$ cat src/common/prif_pkg.sv
package prif_pkg;

  // Register byte offsets inside the 16-Kbyte peripheral window.
  localparam logic [13:0] OFF_CTRL   = 14'h0000;
  localparam logic [13:0] OFF_MODE   = 14'h0004;
  localparam logic [13:0] OFF_ENA    = 14'h0010;
  localparam logic [13:0] OFF_DIS    = 14'h0014;
  localparam logic [13:0] OFF_CHST   = 14'h0018;
  localparam logic [13:0] OFF_STAT   = 14'h001c;
  localparam logic [13:0] OFF_IEN    = 14'h0020;
  localparam logic [13:0] OFF_IDIS   = 14'h0024;
  localparam logic [13:0] OFF_IMASK  = 14'h0028;
  localparam logic [13:0] OFF_RXPTR  = 14'h0030;
  localparam logic [13:0] OFF_RXCNT  = 14'h0034;
  localparam logic [13:0] OFF_TXPTR  = 14'h0038;
  localparam logic [13:0] OFF_TXCNT  = 14'h003c;

  // Window sizes in address bits.
  localparam int WIN_BITS_PERIPH = 14;
  localparam int WIN_BITS_IRQC   = 12;

  // Control register command bits.
  localparam int CTRL_RST_STAT = 0;
  localparam int CTRL_RX_START = 1;
  localparam int CTRL_TX_START = 2;

  // Status register bit positions.
  localparam int ST_RXEND = 0;
  localparam int ST_TXEND = 1;
  localparam int ST_EVT   = 2;

  localparam logic [7:0]  MODE_RST  = 8'h00;
  localparam logic [7:0]  CHST_RST  = 8'h00;
  localparam logic [2:0]  STAT_RST  = 3'h0;
  localparam logic [2:0]  MASK_RST  = 3'h0;
  localparam logic [31:0] PTR_RST   = 32'h0000_0000;
  localparam logic [15:0] CNT_RST   = 16'h0000;

  // One transfer channel as seen by the register file.
  typedef struct packed {
    logic [31:0] ptr;
    logic [15:0] cnt;
    logic        busy;
  } prif_chan_t;

endpackage : prif_pkg

$ cat src/verilog/prif_regs.sv
`timescale 1ns/1ps
module prif_regs #(
  parameter int WIN_BITS = prif_pkg::WIN_BITS_PERIPH,
  parameter int CH_BITS  = 8
) (
  input  wire logic        MCLK,
  input  wire logic        RST,
  input  wire logic        PSEL,
  input  wire logic        PENABLE,
  input  wire logic        PWRITE,
  input  wire logic [31:0] PADDR,
  input  wire logic [31:0] PWDATA,
  output logic [31:0]      PRDATA,
  output logic             PREADY,
  output logic             PSLVERR,
  input  wire logic        RX_BEAT,
  input  wire logic        TX_BEAT,
  input  wire logic        PERIPH_EVENT,
  output logic             RX_ACTIVE,
  output logic             TX_ACTIVE,
  output logic [31:0]      RX_ADDR,
  output logic [31:0]      TX_ADDR,
  output logic [7:0]       MODE_OUT,
  output logic             IRQ
);

  // Only the two window sizes and at most eight shadow bits can be served.
  if (WIN_BITS != prif_pkg::WIN_BITS_PERIPH && WIN_BITS != prif_pkg::WIN_BITS_IRQC) begin : g_bad_win
    $error("WIN_BITS must select a 16-Kbyte or 4-Kbyte window.");
  end
  if (CH_BITS < 1 || CH_BITS > 8) begin : g_bad_ch
    $error("CH_BITS must lie between 1 and 8.");
  end

  logic [7:0]           mode_r, mode_nxt;
  logic [CH_BITS-1:0]   chst_r, chst_nxt;
  logic [2:0]           stat_r, stat_nxt;
  logic [2:0]           mask_r, mask_nxt;
  logic [31:0]          rdata_r, rdata_nxt;
  logic                 ready_r, ready_nxt;
  logic                 err_r, err_nxt;
  logic                 irq_r, irq_nxt;
  logic [13:0]          off;
  logic                 wr, rd, hit;
  logic                 wr_ctrl, wr_mode, wr_ena, wr_dis;
  logic                 wr_ien, wr_idis;
  logic                 wr_rxptr, wr_rxcnt, wr_txptr, wr_txcnt;
  logic                 stat_clr, rx_start, tx_start;
  logic                 rx_done, tx_done;
  prif_pkg::prif_chan_t rx_chan, tx_chan;

  // The window drops the byte lane bits and everything above the window.
  always_comb begin
    off = '0;
    off[WIN_BITS-1:2] = PADDR[WIN_BITS-1:2];
  end

  // Every access completes as one full word in the access phase.
  assign wr = PSEL && PENABLE && PWRITE && !ready_r;
  assign rd = PSEL && PENABLE && !PWRITE && !ready_r;

  always_comb begin
    case (off)
      prif_pkg::OFF_CTRL, prif_pkg::OFF_MODE, prif_pkg::OFF_ENA, prif_pkg::OFF_DIS,
      prif_pkg::OFF_CHST, prif_pkg::OFF_STAT, prif_pkg::OFF_IEN, prif_pkg::OFF_IDIS,
      prif_pkg::OFF_IMASK, prif_pkg::OFF_RXPTR, prif_pkg::OFF_RXCNT, prif_pkg::OFF_TXPTR,
      prif_pkg::OFF_TXCNT: hit = 1'b1;
      default: hit = 1'b0;
    endcase
  end

  // One write strobe per writable word, raised only in the first access cycle.
  always_comb begin
    wr_ctrl  = 1'b0;
    wr_mode  = 1'b0;
    wr_ena   = 1'b0;
    wr_dis   = 1'b0;
    wr_ien   = 1'b0;
    wr_idis  = 1'b0;
    wr_rxptr = 1'b0;
    wr_rxcnt = 1'b0;
    wr_txptr = 1'b0;
    wr_txcnt = 1'b0;
    if (wr) begin
      case (off)
        prif_pkg::OFF_CTRL:  wr_ctrl  = 1'b1;
        prif_pkg::OFF_MODE:  wr_mode  = 1'b1;
        prif_pkg::OFF_ENA:   wr_ena   = 1'b1;
        prif_pkg::OFF_DIS:   wr_dis   = 1'b1;
        prif_pkg::OFF_IEN:   wr_ien   = 1'b1;
        prif_pkg::OFF_IDIS:  wr_idis  = 1'b1;
        prif_pkg::OFF_RXPTR: wr_rxptr = 1'b1;
        prif_pkg::OFF_RXCNT: wr_rxcnt = 1'b1;
        prif_pkg::OFF_TXPTR: wr_txptr = 1'b1;
        prif_pkg::OFF_TXCNT: wr_txcnt = 1'b1;
        default: begin
          // Status, shadow status, mask and unmapped words ignore writes.
        end
      endcase
    end
  end

  // A written one fires its command and a written zero does nothing.
  assign stat_clr = wr_ctrl && PWDATA[prif_pkg::CTRL_RST_STAT];
  assign rx_start = wr_ctrl && PWDATA[prif_pkg::CTRL_RX_START];
  assign tx_start = wr_ctrl && PWDATA[prif_pkg::CTRL_TX_START];

  // The answer stands one cycle after the first access cycle.
  always_comb begin
    ready_nxt = PSEL && PENABLE && !ready_r;
    err_nxt   = PSEL && PENABLE && !ready_r && !hit;
    rdata_nxt = rdata_r;
    if (rd) begin
      rdata_nxt = 32'h0000_0000;
      case (off)
        prif_pkg::OFF_MODE:  rdata_nxt[7:0] = mode_r;
        prif_pkg::OFF_CHST:  rdata_nxt[CH_BITS-1:0] = chst_r;
        prif_pkg::OFF_STAT:  rdata_nxt[2:0] = stat_r;
        prif_pkg::OFF_IMASK: rdata_nxt[2:0] = mask_r;
        prif_pkg::OFF_RXPTR: rdata_nxt = rx_chan.ptr;
        prif_pkg::OFF_RXCNT: rdata_nxt[15:0] = rx_chan.cnt;
        prif_pkg::OFF_TXPTR: rdata_nxt = tx_chan.ptr;
        prif_pkg::OFF_TXCNT: rdata_nxt[15:0] = tx_chan.cnt;
        default: rdata_nxt = 32'h0000_0000;
      endcase
    end
  end

  always_ff @(posedge MCLK) begin
    if (RST) begin
      rdata_r <= 32'h0000_0000;
      ready_r <= 1'b0;
      err_r   <= 1'b0;
    end else begin
      rdata_r <= rdata_nxt;
      ready_r <= ready_nxt;
      err_r   <= err_nxt;
    end
  end

  always_comb begin
    mode_nxt = mode_r;
    if (wr_mode) begin
      mode_nxt = PWDATA[7:0];
    end
  end

  always_ff @(posedge MCLK) begin
    if (RST) begin
      mode_r <= prif_pkg::MODE_RST;
    end else begin
      mode_r <= mode_nxt;
    end
  end

  always_comb begin
    chst_nxt = chst_r;
    if (wr_ena) begin
      chst_nxt = chst_r | PWDATA[CH_BITS-1:0];
    end
    if (wr_dis) begin
      chst_nxt = chst_r & ~PWDATA[CH_BITS-1:0];
    end
  end

  always_ff @(posedge MCLK) begin
    if (RST) begin
      chst_r <= CH_BITS'(prif_pkg::CHST_RST);
    end else begin
      chst_r <= chst_nxt;
    end
  end

  always_comb begin
    mask_nxt = mask_r;
    if (wr_ien) begin
      mask_nxt = mask_r | PWDATA[2:0];
    end
    if (wr_idis) begin
      mask_nxt = mask_r & ~PWDATA[2:0];
    end
  end

  always_ff @(posedge MCLK) begin
    if (RST) begin
      mask_r <= prif_pkg::MASK_RST;
    end else begin
      mask_r <= mask_nxt;
    end
  end

  // Hardware events come after the clear, so a set in the same cycle wins.
  always_comb begin
    stat_nxt = stat_r;
    if (stat_clr) begin
      stat_nxt = prif_pkg::STAT_RST;
    end
    if (rx_done) begin
      stat_nxt[prif_pkg::ST_RXEND] = 1'b1;
    end
    if (tx_done) begin
      stat_nxt[prif_pkg::ST_TXEND] = 1'b1;
    end
    if (PERIPH_EVENT) begin
      stat_nxt[prif_pkg::ST_EVT] = 1'b1;
    end
    irq_nxt = |(stat_nxt & mask_nxt);
  end

  always_ff @(posedge MCLK) begin
    if (RST) begin
      stat_r <= prif_pkg::STAT_RST;
      irq_r  <= 1'b0;
    end else begin
      stat_r <= stat_nxt;
      irq_r  <= irq_nxt;
    end
  end

  // One channel serves the receive path and one the transmit path.
  prif_chan rx_i (
    .mclk   (MCLK),
    .rst    (RST),
    .ptr_we (wr_rxptr),
    .cnt_we (wr_rxcnt),
    .start  (rx_start),
    .wdata  (PWDATA),
    .beat   (RX_BEAT),
    .chan   (rx_chan),
    .done   (rx_done)
  );

  prif_chan tx_i (
    .mclk   (MCLK),
    .rst    (RST),
    .ptr_we (wr_txptr),
    .cnt_we (wr_txcnt),
    .start  (tx_start),
    .wdata  (PWDATA),
    .beat   (TX_BEAT),
    .chan   (tx_chan),
    .done   (tx_done)
  );

  assign PRDATA    = rdata_r;
  assign PREADY    = ready_r;
  assign PSLVERR   = err_r;
  assign RX_ACTIVE = rx_chan.busy;
  assign TX_ACTIVE = tx_chan.busy;
  assign RX_ADDR   = rx_chan.ptr;
  assign TX_ADDR   = tx_chan.ptr;
  assign MODE_OUT  = mode_r;
  assign IRQ       = irq_r;

endmodule : prif_regs

// One transfer channel: a pointer and a count stepped by the peripheral's beats.
module prif_chan (
  input  wire logic            mclk,
  input  wire logic            rst,
  input  wire logic            ptr_we,
  input  wire logic            cnt_we,
  input  wire logic            start,
  input  wire logic [31:0]     wdata,
  input  wire logic            beat,
  output prif_pkg::prif_chan_t chan,
  output logic                 done
);

  prif_pkg::prif_chan_t chan_r, chan_nxt;
  logic                 last;

  // The final beat is the one taken while a single unit remains.
  assign last = chan_r.busy && beat && chan_r.cnt == 16'h0001;

  always_comb begin
    chan_nxt = chan_r;
    if (chan_r.busy && beat) begin
      chan_nxt.ptr = chan_r.ptr + 32'h0000_0001;
      chan_nxt.cnt = chan_r.cnt - 16'h0001;
    end
    if (last) begin
      chan_nxt.busy = 1'b0;
    end
    if (ptr_we) begin
      chan_nxt.ptr = wdata;
    end
    if (cnt_we) begin
      chan_nxt.cnt = wdata[15:0];
    end
    if (start && chan_r.cnt != 16'h0000) begin
      chan_nxt.busy = 1'b1;
    end
  end

  always_ff @(posedge mclk) begin
    if (rst) begin
      chan_r <= '{ptr: prif_pkg::PTR_RST, cnt: prif_pkg::CNT_RST, busy: 1'b0};
    end else begin
      chan_r <= chan_nxt;
    end
  end

  assign chan = chan_r;
  assign done = last;

endmodule : prif_chan

$ cat config.mk
export PLATFORM = sky130hd
export DESIGN_NAME = prif_regs
export DESIGN_NICKNAME = d
export VERILOG_FILES = /design/src/common/prif_pkg.sv /design/src/verilog/prif_regs.sv
export SDC_FILE = /design/constraint.sdc
export NUM_CORES = 1
export LEC_CHECK = 0
export BUFFER_PORTS_ARGS = -buffer_cell sky130_fd_sc_hd__buf_2
export CAP_MARGIN = 20
export CORE_MARGIN = 8
export CORE_UTILIZATION = 38
export CTS_CLUSTER_DIAMETER = 50
export DETAILED_ROUTE_END_ITERATION = 10
export PLACE_DENSITY_LB_ADDON = 0.2
export RECOVER_POWER = 25
export REMOVE_ABC_BUFFERS = 1
export SLEW_MARGIN = 25
export SYNTH_ARGS = -nofsm -noshare
export SYNTH_HDL_FRONTEND = slang
export SYNTH_SLANG_ARGS = --single-unit
$ cat constraint.sdc
create_clock -name MCLK -period 2.2 [get_ports MCLK]
set_input_delay 0.55 -clock MCLK [delete_from_list [all_inputs] [get_ports MCLK]]
set_output_delay 0.55 -clock MCLK [all_outputs]
set_load 0.005 [all_outputs]
* Word-level counts from Yosys, hierarchy flattened *
Memory sizes are Yosys's and may differ from the RTL's.
Index checks and enable logic that the tools add are counted.

word-level totals
  bits in registers = 155
  bits in read-only memories = 64
  input bits = 72
  output and inout bits = 109
  logic and storage cells = 114
  memories kept = 1

cells by class
  add/sub/neg operators = 4
  eq/ne operators = 14
  muxes and demuxes = 43
  bitwise gates (word level) = 7
  reductions and logical operators = 31

memory list
  memory           depth  width  rd ports  clocked after Yosys merged registers in  write ports  RTL line         text
  (no name shown)  64     1      1         0                                        0            prif_regs.sv:63  case (off)

operators by type and width
  kind                   count
  $mux 48                2
  $eq 12x4->1 const B    7
  $add 32x1->32 const B  2
  $mux 32                2
  $eq 12x3->1 const B    4
  $eq 16x1->1 const B    2
  $mux 16                2
  $pmux 16 s2            1
  $pmux 8 s4             1
  $reduce_bool 16->1     2
  $sub 16x1->16 const B  2
  $pmux 5 s6             1
  $mux 1                 28
  $pmux 3 s8             1
  $logic_and 1x1->1      16
  $mux 8                 2
  $logic_not 14->1       1
  $reduce_bool 2->1      7
  $eq 12x1->1 const B    1
  $mux 3                 3
  $and 8x8->8            1
  $logic_not 8->1        1
  $not 8->8              1
  $or 8x8->8             1
  5 further kinds        8

* Depth between registers and ports, before layout *
Gate-level depths: netlist of run 1.

  depth in word-level cells = 9
  depth in mapped cells = 8
  mapped depth without buffers = 7

* Modules after synthesis *
A second synthesis of run 1 with hierarchy kept.

unflattened totals
  cell total of the unflattened synthesis = 1,101
  area total of the unflattened synthesis = 8,952.3 um^2

by module, submodules not included
  module     times used  cells each  area an instance (um^2)  seq. area each (um^2)
  prif_chan  2           391         3,029.2                  980.9
  prif_regs  1           319         2,894.0                  1,141.1

* Worst setup path after synthesis of run 1 *
Ideal clock, no wire load.

  kind = input-to-reg
  start = in PADDR[11]
  end = reg tx_i.chan_r, in the netlist tx_i.chan[25]
  library setup time = 146 ps
  arrival = 2,208 ps
  path slack = -154 ps
  stages = 7
  buffers on the path = 2
  cells stage by stage = or4_1 buf_4 nor4_4 nand2_4 clkbuf_1 nor2_1 a211oi_2

on the way
  longest elaborated chain between the ends = 4

ends and longest elaborated chain
  item                                                 RTL line          text
  start: declaration                                   prif_regs.sv:11   input wire logic [31:0] PADDR,
  $eq 12x4->1 *                                        prif_regs.sv:85   case (off)
  $mux 1 *                                             prif_regs.sv:85
  $mux 1 *                                             prif_regs.sv:84   if (wr) begin
  $mux 32 / $reduce_bool 2->1 (equally long branches)  --
  end signal: assignment                               prif_regs.sv:298  chan_r <= '{ptr: prif_pkg::PTR_RST, cnt: prif_pkg::CNT_RST, busy: 1'b0};
  end signal: assignment                               prif_regs.sv:300  chan_r <= chan_nxt;
  end: declaration                                     prif_regs.sv:270  prif_pkg::prif_chan_t chan_r, chan_nxt;

Mark *: on every way between the ends. The rest lies on a longest branch, timed or not.
A chain may end at the register's enable or synchronous reset.

* Worst setup path after layout of run 1 *
  start = in PADDR[11]
  end = reg irq_r (netlist: IRQ)

on the way
  longest elaborated chain between the ends = 8

ends and longest elaborated chain
  item                       RTL line                                              text
  $logic_not 14->1           prif_regs.sv:85
  $mux 1                     prif_regs.sv:85
  $mux 1                     prif_regs.sv:84
  $logic_and 1x1->1          prif_regs.sv:104                                      assign stat_clr = wr_ctrl && PWDATA[prif_pkg::CTRL_RST_STAT];
  $mux 3                     prif_regs.sv:195                                      if (stat_clr) begin
  $mux 1 (on tied branches)  prif_regs.sv:198, prif_regs.sv:201, prif_regs.sv:204
  $and 3x3->3 *              prif_regs.sv:207                                      irq_nxt = |(stat_nxt & mask_nxt);
  $reduce_or 3->1 *          prif_regs.sv:207
  end signal: assignment     prif_regs.sv:216                                      irq_r <= irq_nxt;
  end: declaration           prif_regs.sv:42                                       logic irq_r, irq_nxt;

Marks and branches as above.

==> flow_summary.toml, run 1 <==
[clock_tree]
cts_tree = "done"
cts.path.max_buffers = 2
cts_resized = 0
path_clk_slew_ps = 70
h-tree-depth = 4
cts_setup_buffers = 0
root_buffer = "clkbuf_16"
cts_hold_buf = 0
insertion_delay_ps = 430
cts_sinks = 155
cts_buffers = 17

[routing]
ant_nets = 0
drcViolationCount = 0
avgRoutedWirePerCell_um = 19.5
dr.pass1.iters = 6
vias_per_cell = 5.45
wl_mm = 28.6
vias = 8004
drtIter0Drc = 467

[power]
power.density_mw_per_mm2 = 612
peakVddDrop_v = 0.000371
p_leak_nw = 4.06

[worst_setup_path]
end_kind = "flip-flop"
reg2reg_slack_ps = 160
cp-start-kind = "input port"
cp_max_fo = 8
critPathKind = "input port to flip-flop"
cp.required_ps = 2510
critical_path_arrival_ps = 2380

[synth]
async_reset_ff_share_pct = 0
synth_top_area_cell = "dfxtp_1"
synth_edf_count = 0
syn_inst = 1035
netlist_top_cells_area = "dfxtp_1 35%, nor2_1 6.6%, buf_4 5.6%"
synth_seq_area_share_pct = 35.3
avgSynthCellArea_um2 = 8.49
syn-cell-area_mm2 = 0.00879
synth_flop_cell = "dfxtp_1"
yosysUniqueCellTypes = 58
synth_top_area_share_pct = 35.3
synth_common_cells = "155 x dfxtp_1, 155 x nor2_1, 66 x buf_4, 61 x a211oi_1, 55 x nand2_1"
yosys_warnings = 0
ys_ff_latch = 155

[job]
drv_cap = 0

[timing]
slew_violations = 0
relSlewSlack_pct = 34.5
setup_viol = 0
clock_skew_ps = 7.51
rsz0062_at_grt = "false"
worst_pin_slew_ps = 979
finalCritPeriodShare_pct = 94.1
finalHoldViolations = 0
max_freq_ghz = 0.483
period_minus_slack_ps = 2070
tns_ps = 0

[final_layout]
instances_no_fill = 1468
antenna_cells = 0
area_delta_synth_final_pct = 20.0
fin_nets = 1251
drive_gt1_share_pct = 23.2
fin_area_mm2 = 0.0105
post-route-util_pct = 46.6

[grt]
grtUsageTotal_pct = 19.9
grt_pass1_wl_mm = 44.3
antenna_found_initial = 1
grt_overflow_total = 0
grt_max_degree = 116
grt_pass1_vias = 7866

[placed_design]
dp_cells = 1437
port_buffers = 160
gp_congestion = 0.894
dp_hpwl_mm = 21.5
placed_area_mm2 = 0.00997

[floorplanning]
core_mm2 = 0.0226
io_pins = 181
die_area_mm2 = 0.0282
die_w_um = 168
die_h_um = 168
initial_utilization_pct = 38.8
row_count = 55

[run_status]
status = "finished clean"

[hold_path]
hold_path.class = "input port to flip-flop"
==> cells in the final DEF, fill, tap and decap left out, types with 9 or more instances in the layout <==
cell type	n
xnor2_1	49
a22o_1	9
clkbuf_1	52
nand3_1	40
a211oi_2	29
nand2_1	55
and3_1	16
nor2_1	154
nand4_1	21
mux2i_1	27
buf_2	109
inv_1	17
nor4_1	13
dfxtp_1	155
xor2_1	39
buf_4	76
a221oi_1	26
and2_1	9
nor3_1	42
clkbuf_16	17
buf_12	10
o21ai_0	30
a21oi_1	11
a22oi_1	15
nor2b_1	9
a211oi_1	61
==> path summary, 6_finish.rpt <==
path / start / to / cells after the start
min reg2reg: PRDATA[13]$_SDFFE_PP0P_ / PRDATA[13]$_SDFFE_PP0P_ / 2
max reg2reg: tx_i.chan[9]$_SDFFE_PP0P_ / IRQ$_SDFF_PP0_ / 5
max: PADDR[11] / IRQ$_SDFF_PP0_ / 7
min: PWDATA[29] / rx_i.chan[46]$_SDFFE_PP0P_ / 3
==> metrics by stage <==
stage | total power, W | hold slack, ps | setup slack (ps)
floorplan | 0.00299 | 449 | -1080
global route | 0.00664 | 410 | 11.5
finish | 0.00645 | 413 | 131
global placement | 0.00323 | 433 | -298
CTS | 0.00653 | 401 | 152
detailed placement | 0.00323 | 439 | -290
==> sequential cells by signal (all words and copies together) (netlist names), named ones only <==
register and cells:
PSLVERR 1, IRQ 1, PRDATA 32, tx_i.chan 49
MODE_OUT 8, mask_r 3, stat_r 3, rx_i.chan 49
PREADY 1
==> cell type report <==
type                       count  area (um2)
clock buffer                  18         429
clock inverter                13         216
fill                        2284       12100
inverter                      17        63.8
multi-input combinational    733        4870
sequential                   155        3100
tap                          285         357
timing repair buffer         247        1510
==> cell families after synthesis <==
family                   count (synthesis)  synth area share [%]
XOR/XNOR                                88                  8.77
AO/OA/AOI/OAI                          202                  18.6
buffers and inverters                  147                  9.33
AND/OR/NAND/NOR                        406                  23.5
adder cells (fa/ha/maj)                  8                  1.14
flip-flops                             155                  35.3
multiplexers                            29                  3.33
==> where the power goes <==
group / total, W / internal, W / switching, W
Clock: 0.00329 / 0.00202 / 0.00127
Sequential: 0.00284 / 0.00283 / 0.0000104
Combinational: 0.000328 / 0.000110 / 0.000218
==> critical path: stages <==
cell and delay (ps):
buf_2 100, or4_1 510, buf_4 190, nor4_1 370
a21oi_1 120, a41o_1 230, a221o_1 310
==> per-layer routing <==
layer	global-route usage, %	routed length (um)	up-vias
li1	-	-	3940
met3	4.82	1800	33
met2	33.4	13400	234
met5	0	12	-
met4	5.47	503	2
met1	25.1	12900	3795
No activity file was read; power rests on OpenSTA's default activity.
==> run 2: changes to the inputs <==
--- a/config.mk
+++ b/config.mk
@@ -7,7 +7,6 @@
 export LEC_CHECK = 0
 export BUFFER_PORTS_ARGS = -buffer_cell sky130_fd_sc_hd__buf_2
 export CAP_MARGIN = 20
-export CORE_MARGIN = 8
 export CORE_UTILIZATION = 38
 export CTS_CLUSTER_DIAMETER = 50
 export DETAILED_ROUTE_END_ITERATION = 10
==> run 2 against run 1 <==
Compared with the run above: clock power decreased by 2%; core utilization increased by 0.34 points; power decreased by 0.80%; global-route usage increased by 3.8 points; critical path depth decreased by 2; first-iteration DRC count increased by 18%; hold slack improved by 0.52 ps; routed wire length decreased by 2.8%; register-to-register slack got worse by 50 ps; setup slack got worse by 24 ps; largest cell class unchanged; highest routed layer is now met4.
==> flow_summary.toml, run 2 (same netlist as run 1, synthesis figures left out) <==
[run_status]
status = "finished clean"

[grt]
grt_pass1_wl_mm = 43.5
grt_max_degree = 111
grtUsageTotal_pct = 23.7
grt_pass1_vias = 7653
antenna_found_initial = 1
grt_overflow_total = 0

[worst_setup_path]
critPathKind = "flip-flop to flip-flop"
r2r_cells = 5
end_kind = "flip-flop"
worst-path-stages = 5
cpPeakStageDelay_ps = 590
cp.required_ps = 2570
slowest_stage = "or4_1"
cp_max_fo = 6
critPathLaunch = "tx_i.chan[9]$_SDFFE_PP0P_"
cp-start-kind = "flip-flop"
reg2reg_slack_ps = 110
reg2reg_from = "tx_i.chan[9]$_SDFFE_PP0P_"
critical_path.cell_chain = "or4_1 > and4b_1 > nand3_1 > a211oi_1 > a221o_1"
critical_path_arrival_ps = 2460
crit_buf_inv = 0
crit_family = "simple AND/OR/NAND/NOR gates"

[final_layout]
final_common_cell = "dfxtp_1"
instances_no_fill = 1470
layout_common_cells = "155 x dfxtp_1, 153 x nor2_1, 140 x buf_2"
fin_area_mm2 = 0.0106
drive_gt1_share_pct = 26.0
fillers = 2254
area_delta_synth_final_pct = 20.9
fin_nets = 1251

[floorplanning]
core_mm2 = 0.0226
initial_utilization_pct = 38.8
io_pins = 181
row_count = 55
die_w_um = 154
die_area_mm2 = 0.0237
die_h_um = 154

[clock_tree]
h-tree-depth = 4
cts_sinks = 155
cts_resized = 0
cts_tree = "done"
root_buffer = "clkbuf_16"
cts.path.max_buffers = 2
insertion_delay_ps = 430
cts_buffers = 17
cts_setup_buffers = 0
cts_hold_buf = 0
path_clk_slew_ps = 60

[routing]
vias_per_cell = 5.52
ant_nets = 0
vias = 8120
drtIter0Drc = 550
drcViolationCount = 0
dr.pass1.iters = 5
wl_mm = 27.8
avgRoutedWirePerCell_um = 18.9

[hold_path]
hold_path.startpoint = "PWDATA[16]"
hold_path.class = "input port to flip-flop"
min_path_cells = 3

[timing]
period_minus_slack_ps = 2090
relSlewSlack_pct = 54.4
max_freq_ghz = 0.478
worst_pin_slew_ps = 684
rsz0062_at_grt = "false"
tns_ps = 0
slew_violations = 0
clock_skew_ps = 10.9
setup_ws_ps = 106
finalHoldViolations = 0
finalCritPeriodShare_pct = 95.2
setup_viol = 0
hold_ws_ps = 413

[power]
power.density_mw_per_mm2 = 602
p_leak_nw = 4.20
peakVddDrop_v = 0.000421

[placed_design]
port_buffers = 160
dp_hpwl_mm = 20.5
dp_cells = 1437
gp_congestion = 0.925
placed_area_mm2 = 0.0100
dp_worst_setup_slack_ps = -349

[job]
drv_cap = 0
-- run 2: through the flow --
stage	util (%)	power, W
after floorplan	-	0.00299
after global placement	44.2	0.00323
after detailed placement	44.2	0.00323
after CTS	47.0	0.00644
after global routing	46.9	0.00659
final	46.9	0.00640
-- run 2: worst paths after layout --
path,endpoint
max reg2reg,IRQ$_SDFF_PP0_
min reg2reg,PRDATA[15]$_SDFFE_PP0P_
min,rx_i.chan[33]$_SDFFE_PP0P_
max,IRQ$_SDFF_PP0_
-- run 2: tightest hold or removal path: stages --
cell and delay (ps):
buf_2 100, nor2_1 90, a311oi_1 50
-- run 2: per-layer routing --
| metal | share of wire [%] | track usage, % | wire length (um) | vias up |
|---|---|---|---|---|
| met2 | 46 | 38.5 | 12900 | 263 |
| met5 | 0 | 0 | 0 | - |
| met1 | 45 | 31.2 | 12500 | 3857 |
| met4 | 3.0 | 9.29 | 827 | 0 |
| met3 | 5.6 | 4.09 | 1550 | 45 |
| li1 | - | - | - | 3955 |
-- run 2: cell type report --
cell class / instances / area (um2) / area share [%]
multi-input cells: 733 / 4890 / 46.0
clock buffers: 20 / 447 / 4.20
clock inverters: 12 / 188 / 1.77
repair buffers: 247 / 1580 / 14.9
diodes: 1 / 2.50 / 0.0236
inverters: 17 / 63.8 / 0.601
well taps: 285 / 357 / 3.36
flip-flops and latches: 155 / 3100 / 29.2
-- run 2: where the power goes --
| part | leakage (nW) | total [W] | internal, W | switching [W] |
|---|---|---|---|---|
| sequential | 1.25 | 0.00284 | 0.00283 | 0.0000110 |
| clock | 0.295 | 0.00323 | 0.00195 | 0.00128 |
| combinational | 2.65 | 0.000333 | 0.000113 | 0.000219 |
==> run 3: changes to the inputs <==
--- a/config.mk
+++ b/config.mk
@@ -7,6 +7,7 @@
 export LEC_CHECK = 0
 export BUFFER_PORTS_ARGS = -buffer_cell sky130_fd_sc_hd__buf_2
 export CAP_MARGIN = 20
+export CORE_MARGIN = 3
 export CORE_UTILIZATION = 38
 export CTS_CLUSTER_DIAMETER = 50
 export DETAILED_ROUTE_END_ITERATION = 10
==> run 3 against run 2 <==
Compared with the run above: clock skew barely moved; setup slack better by 25 ps; cell count grew 0.14%; via count fell by 0.46%; non-clock buffer count increased by 3; fmax increased by 1.2%; die area grew 5.3%; flip-flop and latch count stayed put; register-to-register slack gained 90 ps; largest power group unchanged.
==> flow_summary.toml, run 3 (same netlist as run 1, synthesis figures left out) <==
[final_layout]
antenna_cells = 0
seq_area_mm2 = 0.00310
final_common_cell = "dfxtp_1"
multiInputGateArea_mm2 = 0.00487
layout_common_cells = "155 x dfxtp_1, 154 x nor2_1, 121 x buf_2"
fin_nets = 1254
fillers = 2334
fin_area_mm2 = 0.0105
drive_gt1_share_pct = 24.6
area_delta_synth_final_pct = 19.1
instances_no_fill = 1472

[routing]
drcViolationCount = 0
drtIter0Drc = 485
avgRoutedWirePerCell_um = 19.2
vias = 8083
ant_nets = 0
dr.pass1.iters = 5
wl_mm = 28.3
vias_per_cell = 5.49

[timing]
worst_pin_slew_ps = 983
setup_ws_ps = 132
slew_violations = 0
setup_viol = 0
rsz0062_at_grt = "false"
finalHoldViolations = 0
finalCritPeriodShare_pct = 94.0
max_freq_ghz = 0.483
clock_skew_ps = 10.8
tns_ps = 0
period_minus_slack_ps = 2070
relSlewSlack_pct = 34.2

[job]
drv_cap = 0

[floorplanning]
core_mm2 = 0.0227
die_w_um = 158
row_count = 55
die_area_mm2 = 0.0250
die_h_um = 158
io_pins = 181
initial_utilization_pct = 38.7

[grt]
grt_overflow_total = 0
antenna_found_initial = 0
grtUsageTotal_pct = 22.6
grt_pass1_vias = 7742
grt_max_degree = 65
grt_pass1_wl_mm = 43.9

[clock_tree]
cts_tree = "done"
cts_resized = 0
cts_sinks = 155
cts_hold_buf = 0
cts.path.max_buffers = 2
root_buffer = "clkbuf_16"
cts_buffers = 17
h-tree-depth = 4
cts_setup_buffers = 0
insertion_delay_ps = 440
path_clk_slew_ps = 70

[worst_setup_path]
critical_path.cell_chain = "buf_2 > or4_1 > buf_4 > nor4_1 > a21oi_1 > a41o_1 > a221o_1"
crit_family = "simple AND/OR/NAND/NOR gates"
crit_buf_inv = 2
critical_path_arrival_ps = 2390
cpPeakStageDelay_ps = 500
slowest_stage = "or4_1"
critPathKind = "input port to flip-flop"
end_kind = "flip-flop"
cp-start-kind = "input port"
cp_max_fo = 8
cp.required_ps = 2520

[power]
fin_total_pwr_w = 0.00611
peakVddDrop_v = 0.000448
p_leak_nw = 4.08
power.density_mw_per_mm2 = 584

[placed_design]
placed_area_mm2 = 0.00995
dp_hpwl_mm = 20.8
dp_worst_setup_slack_ps = -280
gp_congestion = 0.867
port_buffers = 160
dp_cells = 1440

[run_status]
status = "finished clean"

[hold_path]
hold_path.class = "input port to flip-flop"
==> run 3: cell type report <==
type,count,area share [%]
sequential,155,29.7
clock buffer,17,4.07
multi-input combinational,733,46.5
tap,285,3.41
timing repair buffer,250,14.3
inverter,17,0.610
clock inverter,15,1.43
==> run 3: worst paths after layout <==
path | from | to | slack [ps] | depth (start not counted)
hold reg to reg | PRDATA[9]$_SDFFE_PP0P_ | PRDATA[9]$_SDFFE_PP0P_ | 460 | 2
hold / removal | PWDATA[29] | rx_i.chan[46]$_SDFFE_PP0P_ | 400 | 3
setup / recovery | PADDR[11] | IRQ$_SDFF_PP0_ | 130 | 7
setup reg to reg | tx_i.chan[9]$_SDFFE_PP0P_ | IRQ$_SDFF_PP0_ | 200 | 5
==> run 3: metal layers <==
| layer | track usage (%) | wire, um | up-vias |
|---|---|---|---|
| li1 | - | - | 3954 |
| met2 | 37.1 | 13100 | 281 |
| met5 | 0 | 0 | - |
| met4 | 6.06 | 549 | 0 |
| met1 | 30.6 | 12900 | 3812 |
| met3 | 4.51 | 1760 | 36 |
==> run 3: metrics by stage <==
stage               hold WS (ps)  util [%]
floorplan                    449         -
global placement             434      43.8
detailed placement           447      43.8
CTS                          383      46.3
global route                 391      46.1
finish                       402      46.1
==> run 3: worst reg2reg max path, cell delays in order, from the launching register on <==
cell and delay (ps):
dfxtp_1 350, or4_1 640, and4b_1 330, nand3_1 170
a211oi_1 310, a221o_1 150
==> run 3: power breakdown <==
part / total [W] / leakage (nW) / switching (W) / internal [W]
clock: 0.00295 / 0.270 / 0.00135 / 0.00159
combinational: 0.000328 / 2.56 / 0.000221 / 0.000107
sequential: 0.00284 / 1.25 / 0.0000112 / 0.00283
